[config.mk]
export PLATFORM = sky130hd
export DESIGN_NAME = kbc_command_set
export DESIGN_NICKNAME = d
export VERILOG_FILES = /design/src/hdl/kbc_pkg.sv /design/src/hdl/kbc_command_set.sv
export VERILOG_INCLUDE_DIRS = /design/src /design/src/hdl
export SDC_FILE = /design/constraint.sdc
export NUM_CORES = 1
export LEC_CHECK = 0
export BUFFER_PORTS_ARGS = -buffer_cell sky130_fd_sc_hd__buf_2
export CAP_MARGIN = 20
export CORE_MARGIN = 5
export CORE_UTILIZATION = 30
export DETAILED_ROUTE_END_ITERATION = 16
export GPL_ROUTABILITY_DRIVEN = 1
export PLACE_DENSITY_LB_ADDON = 0.12
export SYNTH_ARGS = -nofsm -noshare
export SYNTH_HDL_FRONTEND = slang
export SYNTH_SLANG_ARGS = --single-unit
[constraint.sdc]
create_clock -name clk -period 8.48 [get_ports clk]
set_input_delay 0.848 -clock clk [delete_from_list [all_inputs] [get_ports clk]]
set_output_delay 0.848 -clock clk [all_outputs]
set_load 0.005 [all_outputs]
[src/hdl/kbc_defs.svh]
// constants for the keyboard controller command interpreter
`ifndef KBC_DEFS_SVH
`define KBC_DEFS_SVH
`define CMD_READ_MODE 8'h20
`define CMD_WRITE_MODE 8'h60
`define CMD_PW_TEST 8'ha4
`define CMD_PW_LOAD 8'ha5
`define CMD_PW_ARM 8'ha6
`define CMD_PTR_OFF 8'ha7
`define CMD_PTR_ON 8'ha8
`define CMD_PTR_TEST 8'ha9
`define CMD_SELF_TEST 8'haa
`define CMD_KB_TEST 8'hab
`define CMD_DUMP 8'hac
`define CMD_KB_OFF 8'had
`define CMD_KB_ON 8'hae
`define CMD_READ_IN 8'hc0
`define CMD_POLL_LO 8'hc1
`define CMD_POLL_HI 8'hc2
`define CMD_READ_OUT 8'hd0
`define CMD_WRITE_OUT 8'hd1
`define CMD_KB_INJECT 8'hd2
`define CMD_PTR_INJECT 8'hd3
`define CMD_PTR_SEND 8'hd4
`define CMD_READ_TEST 8'he0
`define RES_PW_YES 8'hfa
`define RES_PW_NO 8'hf1
`define RES_SELF_OK 8'h55
`define RES_NO_FAULT 8'h00
`define RES_CLK_LOW 8'h01
`define RES_CLK_HIGH 8'h02
`define RES_DAT_LOW 8'h03
`define RES_DAT_HIGH 8'h04
`define RES_PARITY_FILL 8'hff
`define MODE_KB_INT 0
`define MODE_PTR_INT 1
`define MODE_SYS 2
`define MODE_KB_OFF 4
`define MODE_BIT5 5
`define MODE_RESET 8'h10
`define OUT_PORT_RESET 8'h00
`define OUT_KEEP_LEGACY 8'hc0
`define OUT_KEEP_EXT 8'hcc
`define LT_SETTLE_NS 10000
`define CLK_PERIOD_NS 50
`define LT_SETTLE_CYC ((`LT_SETTLE_NS + `CLK_PERIOD_NS - 1) / `CLK_PERIOD_NS)
`endif

[src/hdl/kbc_pkg.sv]
// types shared by the keyboard controller command interpreter
`default_nettype none
package kbc_pkg;
	typedef enum logic [4:0] {
		ST_IDLE = 5'b00001,
		ST_REL = 5'b00010,
		ST_CLK = 5'b00100,
		ST_DAT = 5'b01000,
		ST_DUMP = 5'b10000
	} state_e;
	typedef enum logic [7:0] {
		P_NONE = 8'b00000001,
		P_MODE = 8'b00000010,
		P_RAM = 8'b00000100,
		P_PW = 8'b00001000,
		P_OUT = 8'b00010000,
		P_KINJ = 8'b00100000,
		P_PINJ = 8'b01000000,
		P_PSEND = 8'b10000000
	} pend_e;
endpackage : kbc_pkg
`default_nettype wire

[src/hdl/kbc_command_set.sv]
// command interpreter of the keyboard and pointing-device controller
// Operation
// - commands 21-3F return RAM byte
// - commands 61-7F store next data byte
// - password query answers FA or F1
// - password load until zero or eight bytes
// - arming needs password; then commands ignored
// - pointer disable/enable sets/clears mode bit5
// - pointer line test reports codes 00-04
// - keyboard line test reports codes 00-04
// - self-test returns 55 with interrupt; system flag untouched
// - legacy dump: sixteen RAM, input, output
// - keyboard disable bit4; host send re-enables
// - legacy bit5 skips parity checking
// - read input port overwrites output buffer
// - poll commands borrow status bits 4-7
// - read output port returns port byte
// - output port write keeps protected bits
// - keyboard inject loads buffer as keyboard
// - pointer inject loads buffer as pointer
// - send-to-pointer forwards next data byte
// - unexpected data byte goes to keyboard
// - test inputs read, bit0 keyboard clock
// - interrupts follow buffer loads and enables
// - output-full set on load, cleared read
// - writes set input-full and command/data
`timescale 1ns/10ps
`include "kbc_defs.svh"
`default_nettype none
module kbc_command_set #(
	parameter int RAM_WORDS = 32,
	parameter int PW_BYTES = 8,
	parameter int DUMP_BYTES = 16
) (
	input wire logic clk,
	input wire logic rst,
	input wire logic host_cs_n,
	input wire logic host_rd,
	input wire logic host_wr,
	input wire logic host_a2,
	input wire logic [7:0] host_wdata,
	output logic [7:0] host_rdata,
	input wire logic legacy_mode,
	input wire logic [7:0] input_port,
	input wire logic test_input_b,
	input wire logic kb_rx_valid,
	input wire logic [7:0] kb_rx_data,
	input wire logic kb_rx_parity_err,
	input wire logic kb_clock_line,
	output logic kb_clock_out,
	output logic kb_clock_oe_n,
	input wire logic kb_data_line,
	output logic kb_data_out,
	output logic kb_data_oe_n,
	input wire logic pointer_clock_line,
	output logic pointer_clock_out,
	output logic pointer_clock_oe_n,
	input wire logic pointer_data_line,
	output logic pointer_data_out,
	output logic pointer_data_oe_n,
	output logic kb_tx_valid,
	output logic [7:0] kb_tx_data,
	output logic pointer_tx_valid,
	output logic [7:0] pointer_tx_data,
	output logic [7:0] output_port,
	output logic kb_interrupt,
	output logic pointer_interrupt
);
	localparam logic [15:0] SETTLE = 16'(`LT_SETTLE_CYC);
	localparam logic [4:0] DUMP_IN = 5'(DUMP_BYTES);
	localparam logic [3:0] PW_FULL = 4'(PW_BYTES);

	logic [7:0] ram [RAM_WORDS];
	logic [7:0] pw [PW_BYTES];
	kbc_pkg::state_e state, next_state;
	kbc_pkg::pend_e pend, next_pend;
	logic [4:0] pend_addr, next_pend_addr, dump_idx, next_dump_idx;
	logic [7:0] mode, next_mode, ob, next_ob, ibuf, next_ibuf, next_rdata, next_outp;
	logic out_buffer_full, next_obf, ods, next_ods, perr, next_perr, in_buffer_full, next_ibf, cd, next_cd;
	logic poll_en, next_poll_en, armed, next_armed, lt_ptr, next_lt_ptr;
	logic lt_clk_low, next_lt_clk_low, lt_dat_low, next_lt_dat_low;
	logic [3:0] poll_val, next_poll_val, pw_len, next_pw_len, pw_cmp, next_pw_cmp;
	logic [15:0] lt_cnt, next_lt_cnt;
	logic next_kb_tx_valid, next_ptr_tx_valid, next_kb_irq, next_ptr_irq;
	logic ram_we, pw_we, ld, ld_ptr, accept, clk_in, dat_in, kb_hold, ptr_hold;
	logic [4:0] ram_addr;
	logic [7:0] ram_wdata, ld_val, status;

	// mode byte doubles as RAM byte 0
	function automatic logic [7:0] rd_ram(input logic [4:0] a);
		rd_ram = (a == 5'h00) ? mode : ram[a];
	endfunction : rd_ram

	// protected output port bits survive a write
	function automatic logic [7:0] merge_port(input logic [7:0] old, input logic [7:0] nw, input logic [7:0] keep);
		merge_port = (old & keep) | (nw & ~keep);
	endfunction : merge_port

	// status byte; polling borrows the top nibble until the next command write
	always_comb begin
		status = {perr, 1'b0, (legacy_mode ? 1'b0 : ods), input_port[7], cd, mode[`MODE_SYS], in_buffer_full, out_buffer_full};
		if (poll_en) begin
			status[7:4] = poll_val;
		end
	end

	// next-state logic for the whole interpreter
	always_comb begin
		next_state = state;
		next_pend = pend;
		next_pend_addr = pend_addr;
		next_dump_idx = dump_idx;
		next_mode = mode;
		next_ob = ob;
		next_obf = out_buffer_full;
		next_ods = ods;
		next_perr = perr;
		next_ibf = in_buffer_full;
		next_ibuf = ibuf;
		next_cd = cd;
		next_poll_en = poll_en;
		next_poll_val = poll_val;
		next_armed = armed;
		next_pw_len = pw_len;
		next_pw_cmp = pw_cmp;
		next_lt_ptr = lt_ptr;
		next_lt_cnt = lt_cnt;
		next_lt_clk_low = lt_clk_low;
		next_lt_dat_low = lt_dat_low;
		next_outp = output_port;
		next_rdata = host_rdata;
		next_kb_tx_valid = 1'b0;
		next_ptr_tx_valid = 1'b0;
		ram_we = 1'b0;
		ram_addr = pend_addr;
		ram_wdata = ibuf;
		pw_we = 1'b0;
		ld = 1'b0;
		ld_val = ob;
		ld_ptr = 1'b0;
		accept = in_buffer_full && (state == kbc_pkg::ST_IDLE);
		clk_in = lt_ptr ? pointer_clock_line : kb_clock_line;
		dat_in = lt_ptr ? pointer_data_line : kb_data_line;
		if (!host_cs_n && host_rd) begin
			next_rdata = host_a2 ? status : ob;
			if (!host_a2) begin
				next_obf = 1'b0;
			end
		end
		// keyboard bytes feed the password check while armed, else the buffer
		if (kb_rx_valid && !mode[`MODE_KB_OFF]) begin
			if (armed) begin
				if (kb_rx_data != pw[pw_cmp[2:0]]) begin
					next_pw_cmp = 4'h0;
				end else if (pw_cmp + 4'h1 == pw_len) begin
					next_armed = 1'b0;
					next_pw_cmp = 4'h0;
				end else begin
					next_pw_cmp = pw_cmp + 4'h1;
				end
			end else if (!out_buffer_full) begin
				ld = 1'b1;
				ld_val = kb_rx_data;
				next_perr = kb_rx_parity_err && !(legacy_mode && mode[`MODE_BIT5]);
				if (next_perr) begin
					ld_val = `RES_PARITY_FILL;
				end
			end
		end
		// one byte from the input buffer is consumed per idle cycle
		if (accept) begin
			next_ibf = 1'b0;
			if (cd) begin
				next_pend = kbc_pkg::P_NONE;
				if (!armed) begin
					if (ibuf >= 8'h21 && ibuf <= 8'h3f) begin
						ld = 1'b1;
						ld_val = rd_ram(ibuf[4:0]);
					end else if (ibuf >= 8'h61 && ibuf <= 8'h7f) begin
						next_pend = kbc_pkg::P_RAM;
						next_pend_addr = ibuf[4:0];
					end else begin
						case (ibuf)
							`CMD_READ_MODE: begin
								ld = 1'b1;
								ld_val = mode;
							end
							`CMD_WRITE_MODE: next_pend = kbc_pkg::P_MODE;
							`CMD_SELF_TEST: begin
								ld = 1'b1;
								ld_val = `RES_SELF_OK;
							end
							`CMD_KB_TEST: begin
								next_lt_ptr = 1'b0;
								next_lt_cnt = SETTLE;
								next_state = kbc_pkg::ST_REL;
							end
							`CMD_KB_OFF: next_mode[`MODE_KB_OFF] = 1'b1;
							`CMD_KB_ON: next_mode[`MODE_KB_OFF] = 1'b0;
							`CMD_READ_IN: begin
								ld = 1'b1;
								ld_val = input_port;
							end
							`CMD_READ_OUT: begin
								ld = 1'b1;
								ld_val = output_port;
							end
							`CMD_WRITE_OUT: next_pend = kbc_pkg::P_OUT;
							`CMD_READ_TEST: begin
								ld = 1'b1;
								ld_val = {6'h00, test_input_b, kb_clock_line};
							end
							default: begin
								if (legacy_mode) begin
									if (ibuf == `CMD_DUMP) begin
										next_dump_idx = 5'h00;
										next_state = kbc_pkg::ST_DUMP;
									end
								end else begin
									case (ibuf)
										`CMD_PW_TEST: begin
											ld = 1'b1;
											ld_val = (pw_len != 4'h0) ? `RES_PW_YES : `RES_PW_NO;
										end
										`CMD_PW_LOAD: begin
											next_pw_len = 4'h0;
											next_pend = kbc_pkg::P_PW;
										end
										`CMD_PW_ARM: next_armed = (pw_len != 4'h0);
										`CMD_PTR_OFF: next_mode[`MODE_BIT5] = 1'b1;
										`CMD_PTR_ON: next_mode[`MODE_BIT5] = 1'b0;
										`CMD_PTR_TEST: begin
											next_lt_ptr = 1'b1;
											next_lt_cnt = SETTLE;
											next_state = kbc_pkg::ST_REL;
										end
										`CMD_POLL_LO: begin
											next_poll_en = 1'b1;
											next_poll_val = input_port[3:0];
										end
										`CMD_POLL_HI: begin
											next_poll_en = 1'b1;
											next_poll_val = input_port[7:4];
										end
										`CMD_KB_INJECT: next_pend = kbc_pkg::P_KINJ;
										`CMD_PTR_INJECT: next_pend = kbc_pkg::P_PINJ;
										`CMD_PTR_SEND: next_pend = kbc_pkg::P_PSEND;
										default: next_pend = kbc_pkg::P_NONE;
									endcase
								end
							end
						endcase
					end
				end
			end else begin
				next_pend = kbc_pkg::P_NONE;
				case (pend)
					kbc_pkg::P_MODE: next_mode = ibuf;
					kbc_pkg::P_RAM: begin
						if (pend_addr == 5'h00) begin
							next_mode = ibuf;
						end else begin
							ram_we = 1'b1;
						end
					end
					kbc_pkg::P_PW: begin
						pw_we = 1'b1;
						next_pw_len = pw_len + 4'h1;
						if (ibuf != 8'h00 && pw_len + 4'h1 < PW_FULL) begin
							next_pend = kbc_pkg::P_PW;
						end
					end
					kbc_pkg::P_OUT: next_outp = merge_port(output_port, ibuf,
						legacy_mode ? `OUT_KEEP_LEGACY : `OUT_KEEP_EXT);
					kbc_pkg::P_KINJ: begin
						ld = 1'b1;
						ld_val = ibuf;
					end
					kbc_pkg::P_PINJ: begin
						ld = 1'b1;
						ld_val = ibuf;
						ld_ptr = 1'b1;
					end
					kbc_pkg::P_PSEND: next_ptr_tx_valid = 1'b1;
					default: begin
						next_kb_tx_valid = 1'b1;
						next_mode[`MODE_KB_OFF] = 1'b0;
					end
				endcase
			end
		end
		// line test walk: release, then pull clock low, then pull data low
		if (lt_cnt != 16'h0000) begin
			next_lt_cnt = lt_cnt - 16'h0001;
		end
		case (state)
			kbc_pkg::ST_IDLE: next_state = next_state;
			kbc_pkg::ST_REL: begin
				if (lt_cnt == 16'h0000) begin
					ld = !clk_in || !dat_in;
					ld_val = !clk_in ? `RES_CLK_LOW : `RES_DAT_LOW;
					next_lt_clk_low = clk_in && dat_in;
					next_lt_cnt = SETTLE;
					next_state = (clk_in && dat_in) ? kbc_pkg::ST_CLK : kbc_pkg::ST_IDLE;
				end
			end
			kbc_pkg::ST_CLK: begin
				if (lt_cnt == 16'h0000) begin
					ld = clk_in;
					ld_val = `RES_CLK_HIGH;
					next_lt_clk_low = 1'b0;
					next_lt_dat_low = !clk_in;
					next_lt_cnt = SETTLE;
					next_state = clk_in ? kbc_pkg::ST_IDLE : kbc_pkg::ST_DAT;
				end
			end
			kbc_pkg::ST_DAT: begin
				if (lt_cnt == 16'h0000) begin
					ld = 1'b1;
					ld_val = dat_in ? `RES_DAT_HIGH : `RES_NO_FAULT;
					next_lt_dat_low = 1'b0;
					next_state = kbc_pkg::ST_IDLE;
				end
			end
			kbc_pkg::ST_DUMP: begin
				if (!out_buffer_full) begin
					ld = 1'b1;
					ld_val = (dump_idx < DUMP_IN) ? rd_ram(dump_idx) :
						(dump_idx == DUMP_IN) ? input_port : output_port;
					next_dump_idx = dump_idx + 5'h01;
					if (dump_idx == DUMP_IN + 5'h01) begin
						next_state = kbc_pkg::ST_IDLE;
					end
				end
			end
			default: next_state = kbc_pkg::ST_IDLE;
		endcase
		if (ld) begin
			next_ob = ld_val;
			next_obf = 1'b1;
			next_ods = ld_ptr;
		end
		if (!host_cs_n && host_wr) begin
			next_ibf = 1'b1;
			next_ibuf = host_wdata;
			next_cd = host_a2;
			if (host_a2) begin
				next_poll_en = 1'b0;
			end
		end
		next_kb_irq = next_obf && !next_ods && mode[`MODE_KB_INT];
		next_ptr_irq = next_obf && next_ods && mode[`MODE_PTR_INT] && !legacy_mode;
		next_outp[4] = next_kb_irq;
		next_outp[5] = next_ptr_irq;
	end

	// idle holds: disabled devices see their clock driven high
	assign kb_hold = mode[`MODE_KB_OFF] && (state == kbc_pkg::ST_IDLE);
	assign ptr_hold = mode[`MODE_BIT5] && !legacy_mode && (state == kbc_pkg::ST_IDLE);

	// storage arrays take no reset beyond the mode byte; contents are software's
	always_ff @(posedge clk) begin
		if (ram_we) begin
			ram[ram_addr] <= ram_wdata;
		end
		if (pw_we) begin
			pw[pw_len[2:0]] <= ibuf;
		end
	end

	// register every next value
	always_ff @(posedge clk) begin
		if (rst) begin
			state <= kbc_pkg::ST_IDLE;
			pend <= kbc_pkg::P_NONE;
			pend_addr <= 5'h00;
			dump_idx <= 5'h00;
			mode <= `MODE_RESET;
			ob <= 8'h00;
			out_buffer_full <= 1'b0;
			ods <= 1'b0;
			perr <= 1'b0;
			in_buffer_full <= 1'b0;
			ibuf <= 8'h00;
			cd <= 1'b0;
			poll_en <= 1'b0;
			poll_val <= 4'h0;
			armed <= 1'b0;
			pw_len <= 4'h0;
			pw_cmp <= 4'h0;
			lt_ptr <= 1'b0;
			lt_cnt <= 16'h0000;
			lt_clk_low <= 1'b0;
			lt_dat_low <= 1'b0;
			output_port <= `OUT_PORT_RESET;
			host_rdata <= 8'h00;
			kb_tx_valid <= 1'b0;
			kb_tx_data <= 8'h00;
			pointer_tx_valid <= 1'b0;
			pointer_tx_data <= 8'h00;
			kb_interrupt <= 1'b0;
			pointer_interrupt <= 1'b0;
			kb_clock_out <= 1'b0;
			kb_clock_oe_n <= 1'b1;
			kb_data_out <= 1'b0;
			kb_data_oe_n <= 1'b1;
			pointer_clock_out <= 1'b0;
			pointer_clock_oe_n <= 1'b1;
			pointer_data_out <= 1'b0;
			pointer_data_oe_n <= 1'b1;
		end else begin
			state <= next_state;
			pend <= next_pend;
			pend_addr <= next_pend_addr;
			dump_idx <= next_dump_idx;
			mode <= next_mode;
			ob <= next_ob;
			out_buffer_full <= next_obf;
			ods <= next_ods;
			perr <= next_perr;
			in_buffer_full <= next_ibf;
			ibuf <= next_ibuf;
			cd <= next_cd;
			poll_en <= next_poll_en;
			poll_val <= next_poll_val;
			armed <= next_armed;
			pw_len <= next_pw_len;
			pw_cmp <= next_pw_cmp;
			lt_ptr <= next_lt_ptr;
			lt_cnt <= next_lt_cnt;
			lt_clk_low <= next_lt_clk_low;
			lt_dat_low <= next_lt_dat_low;
			output_port <= next_outp;
			host_rdata <= next_rdata;
			kb_tx_valid <= next_kb_tx_valid;
			pointer_tx_valid <= next_ptr_tx_valid;
			if (next_kb_tx_valid) begin
				kb_tx_data <= ibuf;
			end
			if (next_ptr_tx_valid) begin
				pointer_tx_data <= ibuf;
			end
			kb_interrupt <= next_kb_irq;
			pointer_interrupt <= next_ptr_irq;
			kb_clock_out <= kb_hold;
			kb_clock_oe_n <= !(kb_hold || (lt_clk_low && !lt_ptr));
			kb_data_out <= 1'b0;
			kb_data_oe_n <= !(lt_dat_low && !lt_ptr);
			pointer_clock_out <= ptr_hold;
			pointer_clock_oe_n <= !(ptr_hold || (lt_clk_low && lt_ptr));
			pointer_data_out <= 1'b0;
			pointer_data_oe_n <= !(lt_dat_low && lt_ptr);
		end
	end
endmodule : kbc_command_set
`default_nettype wire

* Yosys cells after proc, flatten, opt, wreduce, memory -nomap -nowiden
Memory sizes are Yosys's and may differ from the RTL's. A register that Yosys moved wholly into a read port is not among the register bits.
Index checks and enable logic that the tools add are counted.
W data, S select, Z words.
** Storage, ports and cells
- Output and inout bits :: 44
- Bits in writable memories :: 320
- Memories kept :: 2
- Flip-flop bits (word level) :: 127
** Memories
- ram :: words 32, width 8, read ports 2, clocked after memory_dff 2, write ports 1, RTL line kbc_command_set.sv:73 : logic [7:0] ram [RAM_WORDS];
- pw :: words 8, width 8, read ports 1, clocked after memory_dff 1, write ports 1, RTL line kbc_command_set.sv:74 : logic [7:0] pw [PW_BYTES];
** Cells by class
- Add/sub/neg operators :: 4
- Eq/ne operators :: 53
- Bitwise operators :: 12
- Reduce and logical (&&, ||, !) cells :: 74
- Multiplexer cells :: 179
- Order comparisons :: 6
** Operators with widths (number)
- $mux W8 :: 27
- $eq A8 B8 Y1 const B :: 21
- $mux W16 :: 10
- $mux W5 :: 26
- $mux W1 :: 73
- $mux W4 :: 16
- $pmux W8 S4 :: 2
- $pmux W8 S6 :: 1
- $pmux W16 S2 :: 1
- $pmux W5 S5 :: 1
- $pmux W8 S3 :: 1
- $reduce_and A8 Y1 :: 3
- $logic_and A1 B1 Y1 :: 22
- $ne A2 B2 Y1 const B :: 9
- $and A8 B8 Y8 :: 2
- $eq A8 B6 Y1 const B :: 2
- $eq A8 B7 Y1 const B :: 2
- $logic_not A16 Y1 :: 1
- $pmux W4 S2 :: 2
- $reduce_bool A16 Y1 :: 1
- $sub A16 B1 Y16 const B :: 1
- $eq A5 B5 Y1 const B :: 3
- $logic_not A5 Y1 :: 3
- $reduce_or A5 Y1 :: 3
- 48 further kinds :: 95

* Logic depth before layout (Yosys ltp)
Gate-level depths: netlist (run 1).
- Depth in word-level cells :: 17
- Gate-level depth with buffers :: 14
- Depth with buffers taken out :: 9

* Least setup slack after synthesis (run 1)
Ideal clock, no wire load.
- Path kind :: register to register
- Start point :: register dump_idx[0]
- End point :: register ob[4]
- Path buffers :: 5
- Setup time :: 0.092 ns
- Arrival :: 2.778 ns
- Required time :: 8.388 ns
- Cell stages (with the launch flop) :: 13
- Setup slack :: 5.610 ns
- Cells stage by stage :: dfxtp_1 -> buf_2 -> buf_2 -> buf_2 -> inv_1 -> ha_1 -> clkbuf_1 -> nor3b_1 -> clkbuf_1 -> a2111oi_0 -> a2111oi_0 -> o21ai_1 -> o32ai_1
** On the way
- Cells in the longest elaborated chain, start to end :: 5
** RTL lines
- start: declaration :: RTL line kbc_command_set.sv:77 : logic [4:0] pend_addr, next_pend_addr, dump_idx, next_dump_idx;
- start signal: assignment :: RTL line kbc_command_set.sv:415 : dump_idx <= next_dump_idx;
- branches (longest 2 deep; another with $lt A5 B5 Y1)
- $mux W8 (*) :: RTL line kbc_command_set.sv:328 : ld_val = (dump_idx < DUMP_IN) ? rd_ram(dump_idx) :
- $mux W8 (*) :: RTL line kbc_command_set.sv:326 : if (!out_buffer_full) begin
- $pmux W8 S4 (*) :: RTL line kbc_command_set.sv:296 : case (state)
- end signal: assignment :: RTL line kbc_command_set.sv:417 : ob <= next_ob;
- end: declaration :: RTL line kbc_command_set.sv:78 : logic [7:0] mode, next_mode, ob, next_ob, ibuf, next_ibuf, next_rdata, next_outp;
Mark *: on every way between the ends.
A chain may end at the register's enable or synchronous reset.

* Worst setup path after layout (run 1)
- Start point :: register pend_addr[1]
- End point :: memory ram[17][7] (enable)
** On the way
- Cells in the longest elaborated chain, start to end :: 7
** RTL lines
- start: declaration :: RTL line kbc_command_set.sv:77
- start signal: assignment :: RTL line kbc_command_set.sv:414 : pend_addr <= next_pend_addr;
- $logic_not A5 Y1 :: RTL line kbc_command_set.sv:260 : if (pend_addr == 5'h00) begin
- $mux W1 :: RTL line kbc_command_set.sv:260
- $mux W1 :: RTL line kbc_command_set.sv:257 : case (pend)
- $mux W1 :: RTL line kbc_command_set.sv:173 : if (cd) begin
- $mux W1 :: RTL line kbc_command_set.sv:171 : if (accept) begin
- $mux W1 :: RTL line kbc_command_set.sv:363 : if (ram_we) begin
- $mux W1 (not written as such) :: RTL line kbc_command_set.sv:364 : ram[ram_addr] <= ram_wdata;
- end: declaration :: RTL line kbc_command_set.sv:73
Several ways; a longest one is shown, not always the timed one.

==> impl_metrics.env, run 1 <==
export IMPL_status="finished clean"
export IMPL_final_antenna_net_count=0
export IMPL_yosys_most_used_dff="edfxtp_1"
export IMPL_wl_um=66800
export IMPL_drive_above_1_share_pct=20.9
export IMPL_cts_resized=0
export IMPL_netlist_cell_type_count=87
export IMPL_holdWs_ps=412
export IMPL_synthesis_area_mm2=0.0208
export IMPL_die_y_um=274
export IMPL_tns_ps=0
export IMPL_die_x_um=274
export IMPL_crit_path_max_incr_delay_ps=840
export IMPL_core_mm2=0.0687
export IMPL_synth_top_area_share_pct=46.1
export IMPL_slowest_stage="nor4_2"
export IMPL_path_buf_inv=0
export IMPL_placed_area_mm2=0.0222
export IMPL_postCtsHoldBufs=0
export IMPL_setup_ws_ps=4810
export IMPL_cp_arrival_ps=3890
export IMPL_rows=96
export IMPL_critical_path_class="register to register"
export IMPL_synth_edf_count=320
export IMPL_rsz0062_at_grt="false"
export IMPL_start_util_pct=30.3
export IMPL_worstMarginPinSlew_ps=1020
export IMPL_clock_skew_ps=18.0
export IMPL_io_buffers=77
export IMPL_synth_seq_cells=451
export IMPL_fin_util_pct=34.6
export IMPL_hold_class="register to register"
export IMPL_start_kind="register"
export IMPL_endpoint_kind="register"
export IMPL_grt_max_degree=71
export IMPL_dp_slack_ps=4210
export IMPL_grt_first_pass_wirelength_um=96400
export IMPL_setup_viol=0
export IMPL_synth_area_per_cell_um2=13.4
export IMPL_period_needed_ps=3670
export IMPL_grt_pass1_vias=13500
export IMPL_final_cells=2583
export IMPL_p_per_area_mw_per_mm2=212
export IMPL_die_area_mm2=0.0748
export IMPL_path_clk_slew_ps=60
export IMPL_crit_chain="or2_2 > nor4_1 > or4_1 > nor4_2 > nand2_1 > nor2_1"
export IMPL_synth_seq_area_share_pct=58.7
export IMPL_vias=13700
export IMPL_htreeDepth=2
export IMPL_cp_required_ps=8700
export IMPL_drc_errors=0
export IMPL_drv_cap=0
export IMPL_cts_tree="done"
export IMPL_design_area_mm2=0.0238
export IMPL_maxSlewViolCount=0
export IMPL_dp_cells=2494
export IMPL_synthCells=1560
export IMPL_n_antenna_cell=0
export IMPL_fin_crit_sh_pct=43.3
export IMPL_synth_largest_area_cell="edfxtp_1"
export IMPL_yosysWarnings=0
export IMPL_nNetsFinal=1662
export IMPL_relSlewSlack_pct=31.3
export IMPL_antenna_found_initial=0
export IMPL_hold_viol=0
export IMPL_async_reset_ff_share_pct=0
export IMPL_grt_ovfl_total=0
export IMPL_drt_pre_antenna_iters=5
export IMPL_ys_top_cells_by_area="edfxtp_1, dfxtp_1, mux4_2"
export IMPL_cts_buffers=51
export IMPL_clk_latency_ps=600
export IMPL_cts_root_buf="clkbuf_16"
export IMPL_syn_to_final_growth_pct=14.2
export IMPL_wire_per_inst_um=25.9
export IMPL_ir_drop_mv=0.136
export IMPL_clkSinkCount=451
export IMPL_p_leak_nw=7.70
export IMPL_fmaxAchievable_mhz=273
export IMPL_gp_congestion=0.935
export IMPL_boundaryPins=82
export IMPL_path_max_fanout=8
export IMPL_cts_buffer_depth=3
export IMPL_power_mw=5.05
export IMPL_critical_path_top_delay_family="simple AND/OR/NAND/NOR gates"
export IMPL_drt_iter0_drc=1307
export IMPL_postCtsSetupBuffers=0
export IMPL_grt_usage_pct=17.5
export IMPL_via_per_inst=5.30
export IMPL_hpwl_um=46300
[path summary, 6_finish.rpt]
path         slack, ps         start  depth (start not counted)           end
max               4810  pend_addr[1]                          6    ram[17][7]
min                410    lt_dat_low                          1  kb_data_oe_n
max reg2reg       4810  pend_addr[1]                          6    ram[17][7]
min reg2reg        410    lt_dat_low                          1  kb_data_oe_n
[cell usage in the layout, fill, tap and decap left out, types with 20 or more instances in the layout]
cell type / synthesis / final
edfxtp_1: 320 / 320
nor2_1: 143 / 143
dfxtp_1: 131 / 119
nand2_1: 113 / 113
mux4_2: 109 / 109
buf_2: 18 / 77
mux2i_1: 69 / 69
a21oi_1: 68 / 68
clkbuf_16: 0 / 53
nand3_1: 47 / 47
nor3_1: 42 / 42
o21ai_0: 38 / 38
buf_4: 10 / 26
inv_1: 22 / 22
nor2b_1: 20 / 20
[metal layers]
metal | track usage (%) | share of wire, % | vias up
met5 | 0 | 0 | -
met1 | 24.3 | 45 | 6989
met2 | 28.8 | 48 | 458
met4 | 3.69 | 2.0 | 0
met3 | 3.16 | 6.0 | 71
li1 | - | - | 6184
[cells by family (layout without fill, tap and decap cells)]
| family | Yosys count | count (layout) | synth area share, % |
|---|---|---|---|
| AOI/OAI and AO/OA | 252 | 252 | 8.05 |
| xor gates and xnor gates | 28 | 28 | 1.18 |
| adders and majority gates | 7 | 7 | 0.420 |
| buffers and inverters | 133 | 214 | 2.80 |
| DFF | 451 | 451 | 58.7 |
| muxes | 203 | 203 | 17.2 |
| other | 1 | 12 | 0.0180 |
| and+or+nand+nor | 485 | 485 | 11.6 |
[Yosys cell counts, types with 5 or more instances]
cell type / instances
nor2_1: 143
nor4_1: 18
inv_1: 22
o22ai_1: 17
o21ai_0: 38
nand3_1: 47
clkbuf_1: 70
ha_1: 7
mux4_2: 109
dfxtp_1: 131
nand4_1: 9
buf_2: 18
nor3_1: 42
a311oi_1: 7
or3_1: 10
buf_4: 10
nor2b_1: 20
a31oi_1: 18
a22oi_1: 12
a211oi_1: 11
mux4_1: 10
or4_1: 8
nor3b_1: 6
nand3b_1: 9
edfxtp_1: 320
a22o_1: 5
nand2b_1: 18
o21a_1: 7
and2_1: 6
mux2i_1: 69
buf_1: 9
nand2_1: 113
o211ai_1: 12
and3_1: 6
xnor2_1: 18
a21oi_1: 68
xor2_1: 10
mux2_2: 15
or2_2: 6
[power breakdown]
part	leakage, nW	total [mW]	internal [mW]	switching (mW)
combinational	2.89	0.430	0.164	0.266
sequential	4.04	2.45	2.40	0.0527
clock	0.779	2.17	1.25	0.919
[state kept, by name, summed over array words and instances (netlist names), 4 cells and up, named ones only]
register	cells
pointer_tx_data	8
poll_val	4
pw_cmp	4
host_rdata	8
pw_len	4
pend	8
mode	8
kb_tx_data	8
output_port	4
dump_idx	5
lt_cnt	16
ram	256
pend_addr	5
state	5
ibuf	8
pw	64
ob	8
[area by class of cell]
cell class,count,area (um2)
Clock inverter,25,236
Multi-Input combinational cell,987,8080
Inverter,23,86.3
Clock buffer,63,1380
Tap cell,931,1160
Fill cell,6771,44900
Sequential cell,451,12200
Timing Repair Buffer,103,581
[worst register-to-register path: cells and delay by family (launching register included)]
kind,cells,cell delay (ps)
flops,1,380
simple gates,6,2900
Power figures use the tool's default switching activity.
==> run 2: changes to the inputs <==
==> constraint.sdc (replaced) <==
create_clock -name clk -period 3.2 [get_ports clk]
set_input_delay 0.32 -clock clk [delete_from_list [all_inputs] [get_ports clk]]
set_output_delay 0.32 -clock clk [all_outputs]
set_load 0.005 [all_outputs]
==> impl_metrics.env, run 2 (synthesis results as in run 1) <==
export IMPL_clockPowerShare_pct=43.9
export IMPL_design_area_mm2=0.0248
export IMPL_setup_viol=0
export IMPL_cp_arrival_ps=3480
export IMPL_die_y_um=274
export IMPL_tns_ps=0
export IMPL_die_area_mm2=0.0748
export IMPL_io_buffers=77
export IMPL_grt_max_degree=52
export IMPL_vias=14200
export IMPL_core_mm2=0.0687
export IMPL_fmaxAchievable_mhz=335
export IMPL_htreeDepth=2
export IMPL_internal_power_mw=10.4
export IMPL_fin_util_pct=36.1
export IMPL_period_needed_ps=2990
export IMPL_final_antenna_net_count=0
export IMPL_postCtsSetupBuffers=0
export IMPL_critical_path_top_delay_family="simple AND/OR/NAND/NOR gates"
export IMPL_drv_cap=0
export IMPL_p_comb_share_pct=9.0
export IMPL_path_max_fanout=14
export IMPL_maxSlewViolCount=0
export IMPL_p_sw_share_pct=24.0
export IMPL_endpoint_kind="register"
export IMPL_hold_viol=0
export IMPL_wire_per_inst_um=24.7
export IMPL_boundaryPins=82
export IMPL_hold_start="host_wdata[3]"
export IMPL_wl_um=66700
export IMPL_clk_latency_ps=590
export IMPL_rsz0062_at_grt="false"
export IMPL_status="finished clean"
export IMPL_path_buf_inv=0
export IMPL_cp_required_ps=3700
export IMPL_drive_above_1_share_pct=25.4
export IMPL_path_clk_slew_ps=60
export IMPL_nNetsFinal=1778
export IMPL_fin_crit_sh_pct=93.3
export IMPL_clkSinkCount=451
export IMPL_layout_common_cells="edfxtp_1, nor2_1, buf_4"
export IMPL_drt_pre_antenna_iters=5
export IMPL_largest_register_ffs=256
export IMPL_slowest_stage="or4_1"
export IMPL_final_common_cell="edfxtp_1"
export IMPL_clock_skew_ps=19.9
export IMPL_rows=96
export IMPL_cts_buffer_depth=3
export IMPL_critical_path_class="register to register"
export IMPL_grt_first_pass_wirelength_um=97500
export IMPL_worstMarginPinSlew_ps=794
export IMPL_grt_usage_pct=17.5
export IMPL_rr_startpoint="lt_cnt[6]"
export IMPL_power_mw=13.7
export IMPL_crit_path_max_incr_delay_ps=580
export IMPL_die_x_um=274
export IMPL_hold_class="primary input to register"
export IMPL_cts_root_buf="clkbuf_16"
export IMPL_grt_pass1_vias=14200
export IMPL_p_per_area_mw_per_mm2=553
export IMPL_largest_register="ram"
export IMPL_syn_to_final_growth_pct=19.2
export IMPL_hpwl_um=47900
export IMPL_dp_cells=2604
export IMPL_ir_drop_mv=0.373
export IMPL_via_per_inst=5.26
export IMPL_start_kind="register"
export IMPL_start_util_pct=30.3
export IMPL_drt_iter0_drc=1412
export IMPL_crit_start="lt_cnt[6]"
export IMPL_grt_ovfl_total=0
export IMPL_power_frac_seq_pct=47.1
export IMPL_relSlewSlack_pct=46.9
export IMPL_cts_buffers=52
export IMPL_fillers=6707
export IMPL_p_leak_nw=8.41
export IMPL_cts_tree="done"
export IMPL_drc_errors=0
export IMPL_final_cells=2706
export IMPL_switchingPower_mw=3.29
export IMPL_antenna_found_initial=2
export IMPL_gp_congestion=0.889
export IMPL_crit_chain="or4_1 > nor4_1 > nand3_1 > o2111ai_1 > o22a_2 > nor2_1 > nor4b_1"
export IMPL_placed_area_mm2=0.0230
export IMPL_n_antenna_cell=0
==> run 2: changes by cell type in the layout (fill, tap and decap cells not counted), moves of 2 or more <==
cell and delta:
buf_12 +6, clkinvlp_4 -6, dlygate4sd3_1 +6, clkinv_1 +11
clkinv_2 -2, buf_4 +104, bufinv_16 +3
==> run 2: final cells by class <==
type | instances | area, um2 | area share, %
inverters | 23 | 86.3 | 0.348
repair buffers | 218 | 1540 | 6.19
clock inverters | 31 | 307 | 1.23
flip-flops and latches | 451 | 12200 | 49.3
well taps | 931 | 1160 | 4.69
clock buffers | 65 | 1410 | 5.69
multi-input cells | 987 | 8080 | 32.5
==> run 2: through the flow <==
stage / hold WS (ps) / worst slack (ps)
6_report: 119 / 213
5_1_grt: 108 / 0.517
4_1_cts: 80.3 / 158
3_5_place_dp: 409 / 10.3
3_3_place_gp: 400 / 36.3
2_1_floorplan: 378 / 330
==> run 2: what timing repair did <==
action | in CTS | in global routing
hold buffers | 6 | 0
gates resized for setup | 1 | 1
pin swaps | 0 | 0
endpoints found under the setup margin | 1 | 5
hold endpoints to repair | 9 | 0
==> run 2: metal layers <==
metal	up-vias	GRT usage, %	part of all wire, %
li1	6422	-	-
met1	7252	23.6	44
met2	448	28.7	47
met3	115	2.87	5.4
met4	0	6.23	3.6
met5	-	0	0
==> run 2: final timing paths <==
path | endpoint | slack [ps] | depth (start not counted)
setup reg to reg | output_port[4] | 210 | 7
hold / removal | ibuf[3] | 120 | 3
hold reg to reg | kb_data_oe_n | 420 | 1
setup / recovery | output_port[4] | 210 | 7
==> run 2: worst reg2reg max path, stage by stage, from the launching register on <==
cell and delay [ps]:
dfxtp_1 340, or4_1 580, nor4_1 520, nand3_1 410
o2111ai_1 360, o22a_2 360, nor2_1 90, nor4b_1 220
==> run 2: power by group through the flow <==
stage	combinational, mW	sequential [mW]	clock, mW
2_1_floorplan	0.795	6.57	0
4_1_cts	1.25	6.47	6.19
3_3_place_gp	1.23	6.60	0
5_1_grt	1.35	6.49	6.43
3_5_place_dp	1.23	6.60	0
6_report	1.24	6.47	6.03
==> run 3: changes to the inputs <==
--- a/config.mk
+++ b/config.mk
@@ -6,6 +6,7 @@
 export SDC_FILE = /design/constraint.sdc
 export NUM_CORES = 1
 export LEC_CHECK = 0
+export ABC_AREA = 1
 export BUFFER_PORTS_ARGS = -buffer_cell sky130_fd_sc_hd__buf_2
 export CAP_MARGIN = 20
 export CORE_MARGIN = 5
==> impl_metrics.env, run 3 <==
export IMPL_status="finished clean"
export IMPL_synth_top_area_share_pct=43.9
export IMPL_crit_path_max_incr_delay_ps=710
export IMPL_die_area_mm2=0.0784
export IMPL_async_reset_ff_share_pct=0
export IMPL_postCtsHoldBufs=2
export IMPL_cts_root_buf="clkbuf_16"
export IMPL_drv_cap=0
export IMPL_rsz0062_at_grt="false"
export IMPL_htreeDepth=2
export IMPL_cts_tree="done"
export IMPL_synthAdderAreaFrac_pct=0.401
export IMPL_drt_pre_antenna_iters=5
export IMPL_io_buffers=77
export IMPL_synth_top_family_by_area="simple AND/OR/NAND/NOR gates"
export IMPL_synth_edf_count=320
export IMPL_synth_seq_area_share_pct=55.9
export IMPL_reg2reg_to="ob[7]"
export IMPL_largest_register_ffs=256
export IMPL_yosys_area_share_simple_pct=29.4
export IMPL_grt_usage_pct=20.0
export IMPL_boundaryPins=82
export IMPL_cts_resized=0
export IMPL_hpwl_um=53700
export IMPL_path_max_fanout=11
export IMPL_crit_chain="nor2_1 > nand3_1 > nor2_1 > buf_4 > o21ai_0 > o31ai_1 > a21oi_1 > nand2_1 > a21oi_1"
export IMPL_nNetsFinal=2741
export IMPL_endpoint_kind="register"
export IMPL_gp_congestion=0.960
export IMPL_rows=99
export IMPL_fmaxAchievable_mhz=381
export IMPL_worstMarginPinSlew_ps=898
export IMPL_ir_drop_mv=0.382
export IMPL_r2r_cells=9
export IMPL_grt_first_pass_wirelength_um=120000
export IMPL_relSlewSlack_pct=39.5
export IMPL_drive_above_1_share_pct=12.3
export IMPL_yosys_most_used_dff="edfxtp_1"
export IMPL_fillers=7596
export IMPL_yosysMostFrequentCell="nand2_1"
export IMPL_cp_required_ps=3740
export IMPL_grt_ovfl_total=0
export IMPL_synth_compound_area_share_pct=7.28
export IMPL_path_buf_inv=1
export IMPL_grt_pass1_vias=18300
export IMPL_rr_startpoint="state[0]"
export IMPL_clkSinkCount=451
export IMPL_die_y_um=280
export IMPL_drc_errors=0
export IMPL_vias=18500
export IMPL_holdWs_ps=50.1
export IMPL_hold_start="host_wdata[5]"
export IMPL_hold_viol=0
export IMPL_setup_viol=0
export IMPL_critical_path_top_delay_family="compound AO/OA/AOI/OAI gates"
export IMPL_slowest_stage="o21ai_0"
export IMPL_cts_buffer_depth=3
export IMPL_ys_top_cells_by_area="edfxtp_1, nand2_1, dfxtp_1"
export IMPL_start_util_pct=30.1
export IMPL_wl_um=79900
export IMPL_netlist_cell_type_count=45
export IMPL_period_needed_ps=2630
export IMPL_grt_max_degree=75
export IMPL_layout_common_cells="nand2_1, nand3_1, edfxtp_1"
export IMPL_wire_per_inst_um=21.6
export IMPL_syn_to_final_growth_pct=16.8
export IMPL_synthCells=2582
export IMPL_synthesis_area_mm2=0.0219
export IMPL_cp_arrival_ps=3170
export IMPL_clock_skew_ps=15.9
export IMPL_synthMuxAreaShare_pct=0.149
export IMPL_start_kind="register"
export IMPL_final_common_cell="nand2_1"
export IMPL_min_to="ibuf[5]"
export IMPL_synth_largest_area_cell="edfxtp_1"
export IMPL_maxSlewViolCount=0
export IMPL_synth_area_per_cell_um2=8.47
export IMPL_synth_seq_cells=451
export IMPL_synth_xor_area_share_pct=0.841
export IMPL_r2r_setup_slack_ps=570
export IMPL_hold_class="primary input to register"
export IMPL_power_mw=14.4
export IMPL_largest_register="ram"
export IMPL_n_antenna_cell=0
export IMPL_tns_ps=0
export IMPL_fin_crit_sh_pct=82.1
export IMPL_cts_buffers=54
export IMPL_p_leak_nw=10.2
export IMPL_hold_depth=3
export IMPL_path_clk_slew_ps=70
export IMPL_clk_latency_ps=610
export IMPL_drt_iter0_drc=1473
export IMPL_yosysWarnings=0
export IMPL_crit_start="state[0]"
export IMPL_p_per_area_mw_per_mm2=565
export IMPL_antenna_found_initial=1
export IMPL_die_x_um=280
export IMPL_final_antenna_net_count=0
export IMPL_postCtsSetupBuffers=0
export IMPL_critical_path_class="register to register"
export IMPL_core_mm2=0.0726
export IMPL_yosys_top_cells_count="nand2_1, nand3_1, edfxtp_1, nor2_1, inv_1"
export IMPL_via_per_inst=5.01
-- run 3: cell types whose count changed in the layout (fill, tap and decap cells not counted), sizes merged, moves of 14 or more --
cell    previous run  this run
a21oi             69       124
buf              212       169
clkbuf            65        79
inv               24       204
mux2i             69         1
mux4             119         0
nand2            114       761
nand2b            18         0
nand3             48       402
nand4              9        25
nor2             143       224
nor2b             20         0
o21ai             42       126
-- run 3: final cells by class --
cell class              instances  area, um2  share of cell area, %
clock buffers                  79       1610                   6.29
clock inverters                22        174                  0.681
inverters                     205        771                   3.02
multi-input cells            1813       8360                   32.7
flip-flops and latches        451      12200                   47.9
well taps                     959       1200                   4.70
repair buffers                171       1180                   4.63
-- run 3: worst min-delay path, delay by kind of cell --
family / cells / cell delay [ps]
buffers and inverters: 1 / 90
AOI/OAI and AO/OA: 2 / 210
-- run 3: cells by family (layout without fill, tap and decap cells) --
family,Yosys count,after routing
AND/OR/NAND/NOR,1475,1475
buffers and inverters,329,477
multiplexers,3,3
adder cells (fa/ha/maj),7,7
flip-flops,451,451
other,1,12
AO/OA/AOI/OAI,295,295
XOR/XNOR,21,21
-- run 3: worst max path at each step --
stage / cells after the start / slack (ps) / endpoint
floorplan: 12 / 780 / ods
global placement: 9 / 460 / ob[7]
detailed placement: 9 / 580 / ob[7]
CTS: 9 / 540 / ob[7]
global route: 9 / 390 / ob[7]
finish: 9 / 570 / ob[7]
-- run 3: report_power, final --
| group | switching, mW | internal, mW | leakage, nW |
|---|---|---|---|
| registers | 0.132 | 6.39 | 4.01 |
| clock network | 2.58 | 3.57 | 0.881 |
| logic | 1.22 | 0.537 | 5.32 |
-- run 3: routing by layer --
layer	vias to the layer above	track usage (%)	wire length [um]
met5	-	0	0
met4	0	4.72	1810
met3	95	2.66	3460
met2	460	33.8	38000
met1	9054	27.4	36600
li1	8910	-	-
-- run 3: metrics by stage --
step	utilization [%]	cells	setup slack, ps	cell area, um2
2_1_floorplan	-	2593	782	21900
3_3_place_gp	32.7	3597	458	23700
3_5_place_dp	32.7	3597	583	23700
4_1_cts	35.2	3700	537	25500
5_1_grt	35.2	3700	395	25500
6_report	35.2	3700	574	25500
